==> src/tedet_consts.svh <==
`ifndef TEDET_CONSTS_SVH
`define TEDET_CONSTS_SVH

// register offsets
`define TEDET_OFF_MCOUNT 8'h18
`define TEDET_OFF_CFG 8'h1d
`define TEDET_OFF_STATUS 8'h1e
`define TEDET_OFF_THS 8'h1f
`define TEDET_OFF_TCOUNT 8'h20
`define TEDET_OFF_SETUP 8'h30
`define TEDET_OFF_CTRL 8'h31

// reset values
`define TEDET_RST_CFG 5'h00
`define TEDET_RST_THS 8'h00
`define TEDET_RST_COUNT 8'h00
`define TEDET_RST_SETUP 8'h00
`define TEDET_RST_CTRL 1'h0

// configuration fields
`define TEDET_CFG_BYPASS 0
`define TEDET_CFG_EN_LO 1
`define TEDET_CFG_EN_HI 3
`define TEDET_CFG_LATCH 4
`define TEDET_CFG_W 5

// threshold fields
`define TEDET_THS_MODE 7
`define TEDET_THS_VAL_HI 6
`define TEDET_THS_LOWNOISE_MAX 7'h3f
`define TEDET_THS_SCALE_BITS 4

// status fields
`define TEDET_ST_EA 6

// setup fields
`define TEDET_SET_ODR_LO 0
`define TEDET_SET_ODR_HI 2
`define TEDET_SET_MODE_LO 3
`define TEDET_SET_MODE_HI 4
`define TEDET_SET_FS_LO 5
`define TEDET_SET_FS_HI 6
`define TEDET_SET_LOWNOISE 7

// debounce time base: 1.25 ms step, every other step a power of two of it
`define TEDET_CLK_PERIOD_NS 10
`define TEDET_BASE_STEP_US 1250
`define TEDET_SHIFT_800HZ 4'h0
`define TEDET_SHIFT_400HZ 4'h1
`define TEDET_SHIFT_200HZ 4'h2
`define TEDET_SHIFT_100HZ 4'h3
`define TEDET_SHIFT_50HZ 4'h4
`define TEDET_SHIFT_12HZ 4'h6
`define TEDET_SHIFT_6HZ 4'h7
`define TEDET_SHIFT_1HZ 4'h9
`define TEDET_CAP_NORMAL 4'h4
`define TEDET_CAP_LOW_POWER_LOW_NOISE_MODE 4'h6
`define TEDET_CAP_HIRES 4'h1
`define TEDET_CAP_LP 4'h7

`endif

==> src/tedet_pkg.sv <==
package tedet_pkg;
    typedef enum logic [1:0] {
        TEDET_NORMAL,
        TEDET_LOW_POWER_LOW_NOISE_MODE,
        TEDET_HIRES,
        TEDET_LP
    } tedet_osmode_t;

    typedef enum logic [1:0] {
        TEDET_FS_2G,
        TEDET_FS_4G,
        TEDET_FS_8G,
        TEDET_FS_8G_ALT
    } tedet_range_t;
endpackage : tedet_pkg

==> src/tedet_axis.sv <==
`include "tedet_consts.svh"

module tedet_axis #(
    parameter int DW = 12,
    parameter int CW = 8
) (
    input wire logic clk_i,
    input wire logic nrst_i,
    input wire logic step_i,
    input wire logic enable_i,
    input wire logic [DW-1:0] sample_i,
    input wire logic [1:0] shift_i,
    input wire logic [6:0] ths_i,
    input wire logic clear_mode_i,
    input wire logic [CW-1:0] count_i,
    output logic active_o,
    output logic pol_o
);
    logic [CW-1:0] cnt_ff;
    logic [CW-1:0] nxt_cnt;
    logic active_ff;
    logic pol_ff;
    logic [DW-1:0] mag;
    logic [DW-1:0] scaled;
    logic [DW-1:0] ths_scaled;
    logic above;
    logic at_top;
    logic nxt_active;

    // magnitude rescaled to the 8 g range before comparing
    assign mag = sample_i[DW-1] ? DW'(~sample_i + 1'b1) : sample_i;
    assign scaled = mag >> shift_i;
    assign ths_scaled = {{(DW-7-`TEDET_THS_SCALE_BITS){1'b0}}, ths_i,
                         {`TEDET_THS_SCALE_BITS{1'b0}}};
    assign above = enable_i && (scaled > ths_scaled);
    assign at_top = cnt_ff >= count_i;

    always_comb begin
        if (above) begin
            nxt_cnt = at_top ? count_i : CW'(cnt_ff + 1'b1);
        end else if (clear_mode_i) begin
            nxt_cnt = '0;
        end else if (cnt_ff == '0) begin
            nxt_cnt = '0;
        end else begin
            nxt_cnt = CW'(cnt_ff - 1'b1);
        end
    end

    assign nxt_active = above && (nxt_cnt == count_i);

    always_ff @(posedge clk_i) begin
        if (!nrst_i) begin
            cnt_ff <= '0;
            active_ff <= 1'b0;
            pol_ff <= 1'b0;
        end else if (step_i) begin
            cnt_ff <= nxt_cnt;
            active_ff <= nxt_active;
            if (nxt_active) begin
                pol_ff <= sample_i[DW-1];
            end
        end
    end

    assign active_o = active_ff;
    assign pol_o = pol_ff;
endmodule : tedet_axis

==> src/tedet_top.sv <==
//
// Function
// - eight-bit motion debounce count, resets zero
// - flag set when counter reaches count
// - counter saturates at programmed count
// - counter steps per sample, mode-dependent time
// - bypass bit selects unfiltered data
// - per-axis enables gate detection
// - latch enable bit; upper bits read zero
// - latched mode freezes status once active
// - status read clears bits and interrupt
// - latched-mode event bits never clear before read
// - status layout: zero, active, axis pairs
// - polarity bit records transient sign
// - seven-bit threshold, 0.063 g per step
// - low-noise limits threshold to 4 g
// - threshold bit seven selects counter mode
// - interrupt raised only when enabled
// - condition held for transient count samples
// - clear mode zeroes, other mode decrements
//
// Implementation choice: strobed register access.
`include "tedet_consts.svh"

module tedet_top #(
    parameter int DW = 12,
    parameter int BASE_STEP_CYCLES = `TEDET_BASE_STEP_US * 1000 / `TEDET_CLK_PERIOD_NS
) (
    input wire logic CLK_I,
    input wire logic NRST_I,
    input wire logic [7:0] ADDR_I,
    input wire logic [7:0] WDATA_I,
    input wire logic WR_I,
    input wire logic RD_I,
    output logic [7:0] RDATA_O,
    input wire logic SAMPLE_VALID_I,
    input wire logic [DW-1:0] RAW_X_I,
    input wire logic [DW-1:0] RAW_Y_I,
    input wire logic [DW-1:0] RAW_Z_I,
    input wire logic [DW-1:0] HPF_X_I,
    input wire logic [DW-1:0] HPF_Y_I,
    input wire logic [DW-1:0] HPF_Z_I,
    output logic TRANSIENT_EVENT_O,
    output logic [7:0] MOTION_COUNT_O
);
    localparam int NAX = 3;

    // registers
    logic [`TEDET_CFG_W-1:0] cfg_ff;
    logic [7:0] ths_ff;
    logic [7:0] tcount_ff;
    logic [7:0] mcount_ff;
    logic [7:0] setup_ff;
    logic ctrl_ff;
    logic [NAX-1:0] ev_ff;
    logic [NAX-1:0] pol_ff;
    logic ea_ff;
    logic [7:0] rdata_ff;
    logic event_ff;

    // held samples, one per axis
    logic [DW-1:0] raw_ff [NAX];
    logic [DW-1:0] hpf_ff [NAX];
    logic [DW-1:0] raw_in [NAX];
    logic [DW-1:0] hpf_in [NAX];

    // time base
    logic [23:0] base_cnt_ff;
    logic [9:0] sub_cnt_ff;
    logic [3:0] odr_shift;
    logic [3:0] cap_shift;
    logic [3:0] step_shift;
    logic [9:0] sub_top;
    logic base_tick;
    logic step_en;
    logic step_dly_ff;
    logic [2:0] odr_code;

    // decode
    logic wr_cfg;
    logic wr_ths;
    logic wr_tcount;
    logic wr_mcount;
    logic wr_setup;
    logic wr_ctrl;
    logic rd_status;
    logic [7:0] rd_mux;
    logic [7:0] status_word;

    // detection
    logic bypass;
    logic latch_en;
    logic clear_mode;
    logic [NAX-1:0] axis_en;
    logic [6:0] ths_eff;
    logic [1:0] fs_shift;
    tedet_pkg::tedet_osmode_t os_mode;
    tedet_pkg::tedet_range_t fs_range;
    logic [NAX-1:0] act;
    logic [NAX-1:0] apol;

    // status next state
    logic [NAX-1:0] base_ev;
    logic [NAX-1:0] base_pol;
    logic [NAX-1:0] nxt_ev;
    logic [NAX-1:0] nxt_pol;
    logic nxt_ea;
    logic hold_status;
    logic status_upd;

    // axis order in the arrays is x, y, z
    assign raw_in[0] = RAW_X_I;
    assign raw_in[1] = RAW_Y_I;
    assign raw_in[2] = RAW_Z_I;
    assign hpf_in[0] = HPF_X_I;
    assign hpf_in[1] = HPF_Y_I;
    assign hpf_in[2] = HPF_Z_I;

    // register decode
    // a write to the status offset matches no decode and is dropped
    assign wr_cfg = WR_I && (ADDR_I == `TEDET_OFF_CFG);
    assign wr_ths = WR_I && (ADDR_I == `TEDET_OFF_THS);
    assign wr_tcount = WR_I && (ADDR_I == `TEDET_OFF_TCOUNT);
    assign wr_mcount = WR_I && (ADDR_I == `TEDET_OFF_MCOUNT);
    assign wr_setup = WR_I && (ADDR_I == `TEDET_OFF_SETUP);
    assign wr_ctrl = WR_I && (ADDR_I == `TEDET_OFF_CTRL);
    assign rd_status = RD_I && (ADDR_I == `TEDET_OFF_STATUS);

    // configuration fields
    assign bypass = cfg_ff[`TEDET_CFG_BYPASS];
    assign axis_en = cfg_ff[`TEDET_CFG_EN_HI:`TEDET_CFG_EN_LO];
    assign latch_en = cfg_ff[`TEDET_CFG_LATCH];
    assign clear_mode = ths_ff[`TEDET_THS_MODE];
    assign os_mode = tedet_pkg::tedet_osmode_t'(setup_ff[`TEDET_SET_MODE_HI:`TEDET_SET_MODE_LO]);
    assign fs_range = tedet_pkg::tedet_range_t'(setup_ff[`TEDET_SET_FS_HI:`TEDET_SET_FS_LO]);

    // threshold ceiling drops to 4 g under low noise
    assign ths_eff = (setup_ff[`TEDET_SET_LOWNOISE]
                      && (ths_ff[`TEDET_THS_VAL_HI:0] > `TEDET_THS_LOWNOISE_MAX))
                     ? `TEDET_THS_LOWNOISE_MAX : ths_ff[`TEDET_THS_VAL_HI:0];

    // samples are brought to 8 g scale whatever the full-scale range
    always_comb begin
        case (fs_range)
            tedet_pkg::TEDET_FS_2G: fs_shift = 2'h2;
            tedet_pkg::TEDET_FS_4G: fs_shift = 2'h1;
            default: fs_shift = 2'h0;
        endcase
    end

    // step length from data rate, capped by the oversampling mode
    assign odr_code = setup_ff[`TEDET_SET_ODR_HI:`TEDET_SET_ODR_LO];

    always_comb begin
        case (odr_code)
            3'h0: odr_shift = `TEDET_SHIFT_800HZ;
            3'h1: odr_shift = `TEDET_SHIFT_400HZ;
            3'h2: odr_shift = `TEDET_SHIFT_200HZ;
            3'h3: odr_shift = `TEDET_SHIFT_100HZ;
            3'h4: odr_shift = `TEDET_SHIFT_50HZ;
            3'h5: odr_shift = `TEDET_SHIFT_12HZ;
            3'h6: odr_shift = `TEDET_SHIFT_6HZ;
            default: odr_shift = `TEDET_SHIFT_1HZ;
        endcase
    end

    always_comb begin
        case (os_mode)
            tedet_pkg::TEDET_NORMAL: cap_shift = `TEDET_CAP_NORMAL;
            tedet_pkg::TEDET_LOW_POWER_LOW_NOISE_MODE: cap_shift = `TEDET_CAP_LOW_POWER_LOW_NOISE_MODE;
            tedet_pkg::TEDET_HIRES: cap_shift = `TEDET_CAP_HIRES;
            default: cap_shift = `TEDET_CAP_LP;
        endcase
    end

    // a rate change mid-step ends that step at the first base tick with the sub count at or past the new top
    assign step_shift = (odr_shift > cap_shift) ? cap_shift : odr_shift;
    assign sub_top = 10'((10'h1 << step_shift) - 10'h1);
    assign base_tick = base_cnt_ff == 24'(BASE_STEP_CYCLES - 1);
    assign step_en = base_tick && (sub_cnt_ff >= sub_top);

    // base tick every 1.25 ms, stretched by the sub count to one step
    always_ff @(posedge CLK_I) begin
        if (!NRST_I || base_tick) begin
            base_cnt_ff <= 24'h0;
        end else begin
            base_cnt_ff <= 24'(base_cnt_ff + 24'h1);
        end
    end

    always_ff @(posedge CLK_I) begin
        if (!NRST_I || step_en) begin
            sub_cnt_ff <= 10'h0;
        end else if (base_tick) begin
            sub_cnt_ff <= 10'(sub_cnt_ff + 10'h1);
        end
    end

    // axis flags change on the step edge; the status takes them one edge later
    always_ff @(posedge CLK_I) begin
        if (!NRST_I) begin
            step_dly_ff <= 1'b0;
        end else begin
            step_dly_ff <= step_en;
        end
    end

    // per-axis sample hold and debounce
    genvar g;
    generate
        for (g = 0; g < NAX; g++) begin : g_axis
            always_ff @(posedge CLK_I) begin
                if (!NRST_I) begin
                    raw_ff[g] <= '0;
                    hpf_ff[g] <= '0;
                end else if (SAMPLE_VALID_I) begin
                    raw_ff[g] <= raw_in[g];
                    hpf_ff[g] <= hpf_in[g];
                end
            end

            // both copies are held so that a step always sees one whole sample
            tedet_axis #(
                .DW(DW),
                .CW(8)
            ) u_axis (
                .clk_i(CLK_I),
                .nrst_i(NRST_I),
                .step_i(step_en),
                .enable_i(axis_en[g]),
                .sample_i(bypass ? raw_ff[g] : hpf_ff[g]),
                .shift_i(fs_shift),
                .ths_i(ths_eff),
                .clear_mode_i(clear_mode),
                .count_i(tcount_ff),
                .active_o(act[g]),
                .pol_o(apol[g])
            );
        end
    endgenerate

    // status next value; a step that sets a flag wins over a read that clears
    assign base_ev = rd_status ? '0 : ev_ff;
    assign base_pol = rd_status ? '0 : pol_ff;
    assign hold_status = latch_en && ea_ff && !rd_status;
    assign status_upd = step_dly_ff && !hold_status;

    always_comb begin
        nxt_ev = base_ev;
        nxt_pol = base_pol;
        // live mode mirrors the axes, latched mode takes them at the first step with an active axis and holds them until a read
        if (status_upd) begin
            if (!latch_en) begin
                nxt_ev = act;
                nxt_pol = apol & act;
            end else begin
                nxt_ev = base_ev | act;
                nxt_pol = (apol & act) | (base_pol & ~act);
            end
        end else if (hold_status) begin
            nxt_ev = ev_ff;
            nxt_pol = pol_ff;
        end
    end

    assign nxt_ea = |nxt_ev;

    always_ff @(posedge CLK_I) begin
        if (!NRST_I) begin
            ev_ff <= '0;
            pol_ff <= '0;
            ea_ff <= 1'b0;
            event_ff <= 1'b0;
        end else begin
            ev_ff <= nxt_ev;
            pol_ff <= nxt_pol;
            ea_ff <= nxt_ea;
            event_ff <= nxt_ea && ctrl_ff;
        end
    end

    // software registers
    always_ff @(posedge CLK_I) begin
        if (!NRST_I) begin
            cfg_ff <= `TEDET_RST_CFG;
            ths_ff <= `TEDET_RST_THS;
            tcount_ff <= `TEDET_RST_COUNT;
            mcount_ff <= `TEDET_RST_COUNT;
            setup_ff <= `TEDET_RST_SETUP;
            ctrl_ff <= `TEDET_RST_CTRL;
        end else begin
            if (wr_cfg) begin
                cfg_ff <= WDATA_I[`TEDET_CFG_W-1:0];
            end
            if (wr_ths) begin
                ths_ff <= WDATA_I;
            end
            if (wr_tcount) begin
                tcount_ff <= WDATA_I;
            end
            if (wr_mcount) begin
                mcount_ff <= WDATA_I;
            end
            if (wr_setup) begin
                setup_ff <= WDATA_I;
            end
            if (wr_ctrl) begin
                ctrl_ff <= WDATA_I[0];
            end
        end
    end

    // read path; unmapped offsets read zero
    assign status_word = {1'b0, ea_ff, ev_ff[2], pol_ff[2], ev_ff[1], pol_ff[1],
                          ev_ff[0], pol_ff[0]};

    always_comb begin
        case (ADDR_I)
            `TEDET_OFF_CFG: rd_mux = {{(8-`TEDET_CFG_W){1'b0}}, cfg_ff};
            `TEDET_OFF_STATUS: rd_mux = status_word;
            `TEDET_OFF_THS: rd_mux = ths_ff;
            `TEDET_OFF_TCOUNT: rd_mux = tcount_ff;
            `TEDET_OFF_MCOUNT: rd_mux = mcount_ff;
            `TEDET_OFF_SETUP: rd_mux = setup_ff;
            `TEDET_OFF_CTRL: rd_mux = {7'h00, ctrl_ff};
            default: rd_mux = 8'h00;
        endcase
    end

    // read data stands for the one cycle after the strobe, zero otherwise
    always_ff @(posedge CLK_I) begin
        if (!NRST_I) begin
            rdata_ff <= 8'h00;
        end else begin
            rdata_ff <= RD_I ? rd_mux : 8'h00;
        end
    end

    assign RDATA_O = rdata_ff;
    assign TRANSIENT_EVENT_O = event_ff;
    assign MOTION_COUNT_O = mcount_ff;
endmodule : tedet_top

==> config.mk <==
export PLATFORM = sky130hd
export DESIGN_NAME = tedet_top
export DESIGN_NICKNAME = d
export VERILOG_FILES = /design/src/tedet_pkg.sv /design/src/tedet_axis.sv /design/src/tedet_top.sv
export VERILOG_INCLUDE_DIRS = /design/src
export SDC_FILE = /design/constraint.sdc
export NUM_CORES = 1
export LEC_CHECK = 0
export ABC_AREA = 1
export ABC_CLOCK_PERIOD_IN_PS = 10600
export BUFFER_PORTS_ARGS = -buffer_cell sky130_fd_sc_hd__buf_4
export CAP_MARGIN = 10
export CORE_MARGIN = 4
export CORE_UTILIZATION = 61
export CTS_CLUSTER_SIZE = 10
export DETAILED_ROUTE_END_ITERATION = 8
export MAX_ROUTING_LAYER = met4
export PLACE_DENSITY = 0.87
export SETUP_SLACK_MARGIN = 0.05
export SLEW_MARGIN = 20
export SYNTH_ARGS = -nofsm -noshare
export SYNTH_HDL_FRONTEND = slang
export SYNTH_SLANG_ARGS = --single-unit
export TNS_END_PERCENT = 5
==> constraint.sdc <==
create_clock -name CLK_I -period 10.6 [get_ports CLK_I]
set_clock_uncertainty 0.05 [all_clocks]
set_input_delay 2.12 -clock CLK_I [delete_from_list [all_inputs] [get_ports CLK_I]]
set_output_delay 2.12 -clock CLK_I [all_outputs]
set_load 0.05 [all_outputs]
==> flow_summary.json <==
{
  "wl_met1_um": 14100,
  "clock_latency_ps": 450,
  "setup_slack_ps": 4790,
  "fin_crit_sh_pct": 54.8,
  "yosysTopAreaCellShare_pct": 18.4,
  "p_leak_nw": 6.83,
  "final_area_um2": 14500,
  "max-vdd-ir-drop_mv": 0.0876,
  "die_h_um": 154,
  "numPortBuffers": 109,
  "timing.slew.headroom_pct": 24.6,
  "drv_cap": 0,
  "post_synth.cell_area_avg_um2": 6.93,
  "via_per_inst": 5.64,
  "synthTopCellsByArea": "dfxtp_1 (18%), edfxtp_1 (17%), nand2_1 (11%), inv_1 (8.5%), ha_1 (7.0%)",
  "post-place-ws_ps": 4920,
  "worstHoldStart": "base_cnt_ff[0]",
  "netlist_instances": 1873,
  "synth_seq_cells": 191,
  "die_area_um2": 23700,
  "drt_iter0_drc": 1163,
  "core_um2": 21000,
  "routed_wl_um": 34500,
  "grt_start_max_net_pins": 73,
  "finalWeightedCongestion": 0.975,
  "drt-pass1-iter-count": 7,
  "cp-end-kind": "register",
  "setup_violations": 0,
  "postCtsHoldBufs": 0,
  "syn2layout_area_growth_pct": 11.7,
  "cts_buffer_depth": 2,
  "max_freq_ghz": 0.172,
  "min_period_ps": 5810,
  "cts.sinks": 191,
  "ios": 110,
  "yosysMostFrequentCell": "nand2_1",
  "finalMaxSlewViolations": 0,
  "die-width_um": 154,
  "layout.nets": 2123,
  "cts_tree": "built",
  "synth_ff_type": "dfxtp_1",
  "yosys.area.top_type": "dfxtp_1",
  "post-place-cells": 2213,
  "cts_resized": 0,
  "dp_hpwl_um": 25600,
  "timing.rr.start": "setup_ff[0]",
  "crit_fanout": 34,
  "r2r_cells": 25,
  "vias": 12700,
  "wl_met2_um": 16600,
  "tns_ps": 0,
  "cts_buffers": 17,
  "worstSetupStartpointType": "register",
  "post-route-drc-count": 0,
  "total_power_w": 0.00164,
  "top_layer_used": "met4",
  "pwr_density_cell_nw_per_um2": 113,
  "wl_met3_um": 2790,
  "grt.overflow.total": 0,
  "hold_path_end": "base_cnt_ff[0]",
  "grt_pass1_vias": 11900,
  "required_ps": 10880,
  "synth_area_um2": 13000,
  "antenna_found_initial": 0,
  "synth-edff-count": 72,
  "outcome": "completed",
  "grt_first_pass_wirelength_um": 56500,
  "async_reset_ff_share_pct": 0,
  "hold_viol_final": 0,
  "fill_cells": 1827,
  "worstMarginPinSlew_ps": 1120,
  "start_util_pct": 61.9,
  "htree_levels": 4,
  "worstSetupPathType": "register to register",
  "synthDistinctLibCells": 60,
  "min_path_type": "register to register",
  "layout.cells.non_filler": 2245,
  "rsz0062_at_grt": "no",
  "postRouteAntennaNets": 0,
  "yosys_warnings": 0,
  "grtUsageTotal_pct": 29.6,
  "postCtsSetupRepairBufs": 0,
  "min_path_cells": 1,
  "rows": 53,
  "dpl_cell_area_um2": 13900,
  "cts_root_buf": "clkbuf_16",
  "crit_arrival_ps": 6090,
  "ys_seq_area_share_pct": 35.0,
  "r2r_end": "g_axis[2].u_axis.cnt_ff[0]",
  "synthTopCellsByCount": "nand2_1 (392), inv_1 (294), nor2_1 (240), nand3_1 (143)",
  "diodes": 0,
  "reg2reg_slack_ps": 4790,
  "post_drt_wl_per_cell_um": 15.3,
  "path_clk_slew_ps": 80,
  "layout-drive-gt1-share_pct": 10.1
}
==> power by group <==
part           total [W]  switching, W  internal [W]
combinational   0.000206      0.000127     0.0000786
sequential      0.000793    0.00000765      0.000786
clock           0.000640      0.000327      0.000313
total            0.00164      0.000462       0.00118
==> logic make-up after synthesis <==
group | count (synthesis) | share of synthesized area (%)
xor gates and xnor gates | 47 | 3.17
DFF | 191 | 35.0
AOI/OAI and AO/OA | 309 | 14.1
muxes | 3 | 0.231
adders and majority gates | 73 | 7.04
buffers and inverters | 356 | 10.8
other | 1 | 0.0289
and+or+nand+nor | 893 | 29.6
==> placed cells by master (no fill, tap or decap), types with 5 or more instances in the layout <==
cell and n:
o21ai_0 119, buf_4 113, nand4_1 26, ha_1 73, dfxtp_1 118, nor2_1 240, nor2_2 8, nand2_1 391
nand3_1 143, clkbuf_16 17, inv_1 293, or2_1 6, or2_2 6, xor2_1 40, xnor2_1 7, clkinv_1 8
o21a_1 12, inv_8 7, inv_2 5, nor4_1 10, o21ai_1 10, a211oi_1 10, nor3_1 31, nand3b_1 9
o211ai_1 6, a221oi_1 10, o22ai_1 18, o21ai_2 13, nand2_2 5, a21oi_1 82, a31oi_1 8, edfxtp_1 72
==> cell type report <==
type	count	area, µm²	share of cell area [%]
multi-input cells	1328	7040	48.6
flip-flops and latches	191	4550	31.4
inverters	306	1150	7.94
repair buffers	113	848	5.85
clock buffers	17	425	2.94
well taps	275	344	2.37
clock inverters	15	139	0.958
==> worst max-delay path by stage <==
stage	startpoint	endpoint	slack [ps]
global placement	setup_ff[0]	g_axis[2].u_axis.cnt_ff[3]	5080
global route	setup_ff[0]	g_axis[2].u_axis.cnt_ff[0]	4230
detailed placement	setup_ff[0]	g_axis[2].u_axis.cnt_ff[0]	4920
finish	setup_ff[0]	g_axis[2].u_axis.cnt_ff[0]	4790
floorplan	setup_ff[0]	g_axis[1].u_axis.cnt_ff[1]	6120
CTS	setup_ff[0]	g_axis[2].u_axis.cnt_ff[0]	4860
==> stage by stage <==
| step | util (%) | hold slack (ps) |
|---|---|---|
| after CTS | 69.2 | 431 |
| after global routing | 69.2 | 451 |
| final | 69.2 | 429 |
| after global placement | 66.4 | 378 |
| after floorplan | - | 368 |
| after detailed placement | 66.5 | 420 |
==> metal layers <==
metal	track usage, %	vias up
li1	-	6309
met1	36.6	5759
met2	49.7	506
met3	4.84	87
met4	9.63	0
met5	-	-
==> worst max-delay path, stage by stage, from the launching register on <==
cell and delay [ps]:
dfxtp_1 390, inv_1 90, nor3_1 270, or2_2 160
inv_1 30, ha_1 280, inv_1 40, nor2_1 70
o21ai_0 70, a32oi_1 290, nor2_1 100, o21ai_0 600
nand3_1 210, ha_1 270, nand2_1 120, xor2_1 180
ha_1 250, nand2_1 80, nor2_1 60, o211ai_1 90
o2111ai_1 150, nand2_1 100, inv_1 70, nor2_1 200
clkinv_1 940, o21ai_0 510
==> sequential cells by signal (all words and copies together), names as in the netlist, 3 cells and up <==
register	flops
hpf_ff	36
raw_ff	36
base_cnt_ff	24
g_axis.u_axis.cnt_ff	24
sub_cnt_ff	10
MOTION_COUNT_O	8
RDATA_O	8
setup_ff	8
tcount_ff	8
ths_ff	8
cfg_ff	5
ev_ff	3
g_axis.u_axis.active_o	3
g_axis.u_axis.pol_o	3
pol_ff	3
Note: power is estimated with default switching activity, not from simulation.
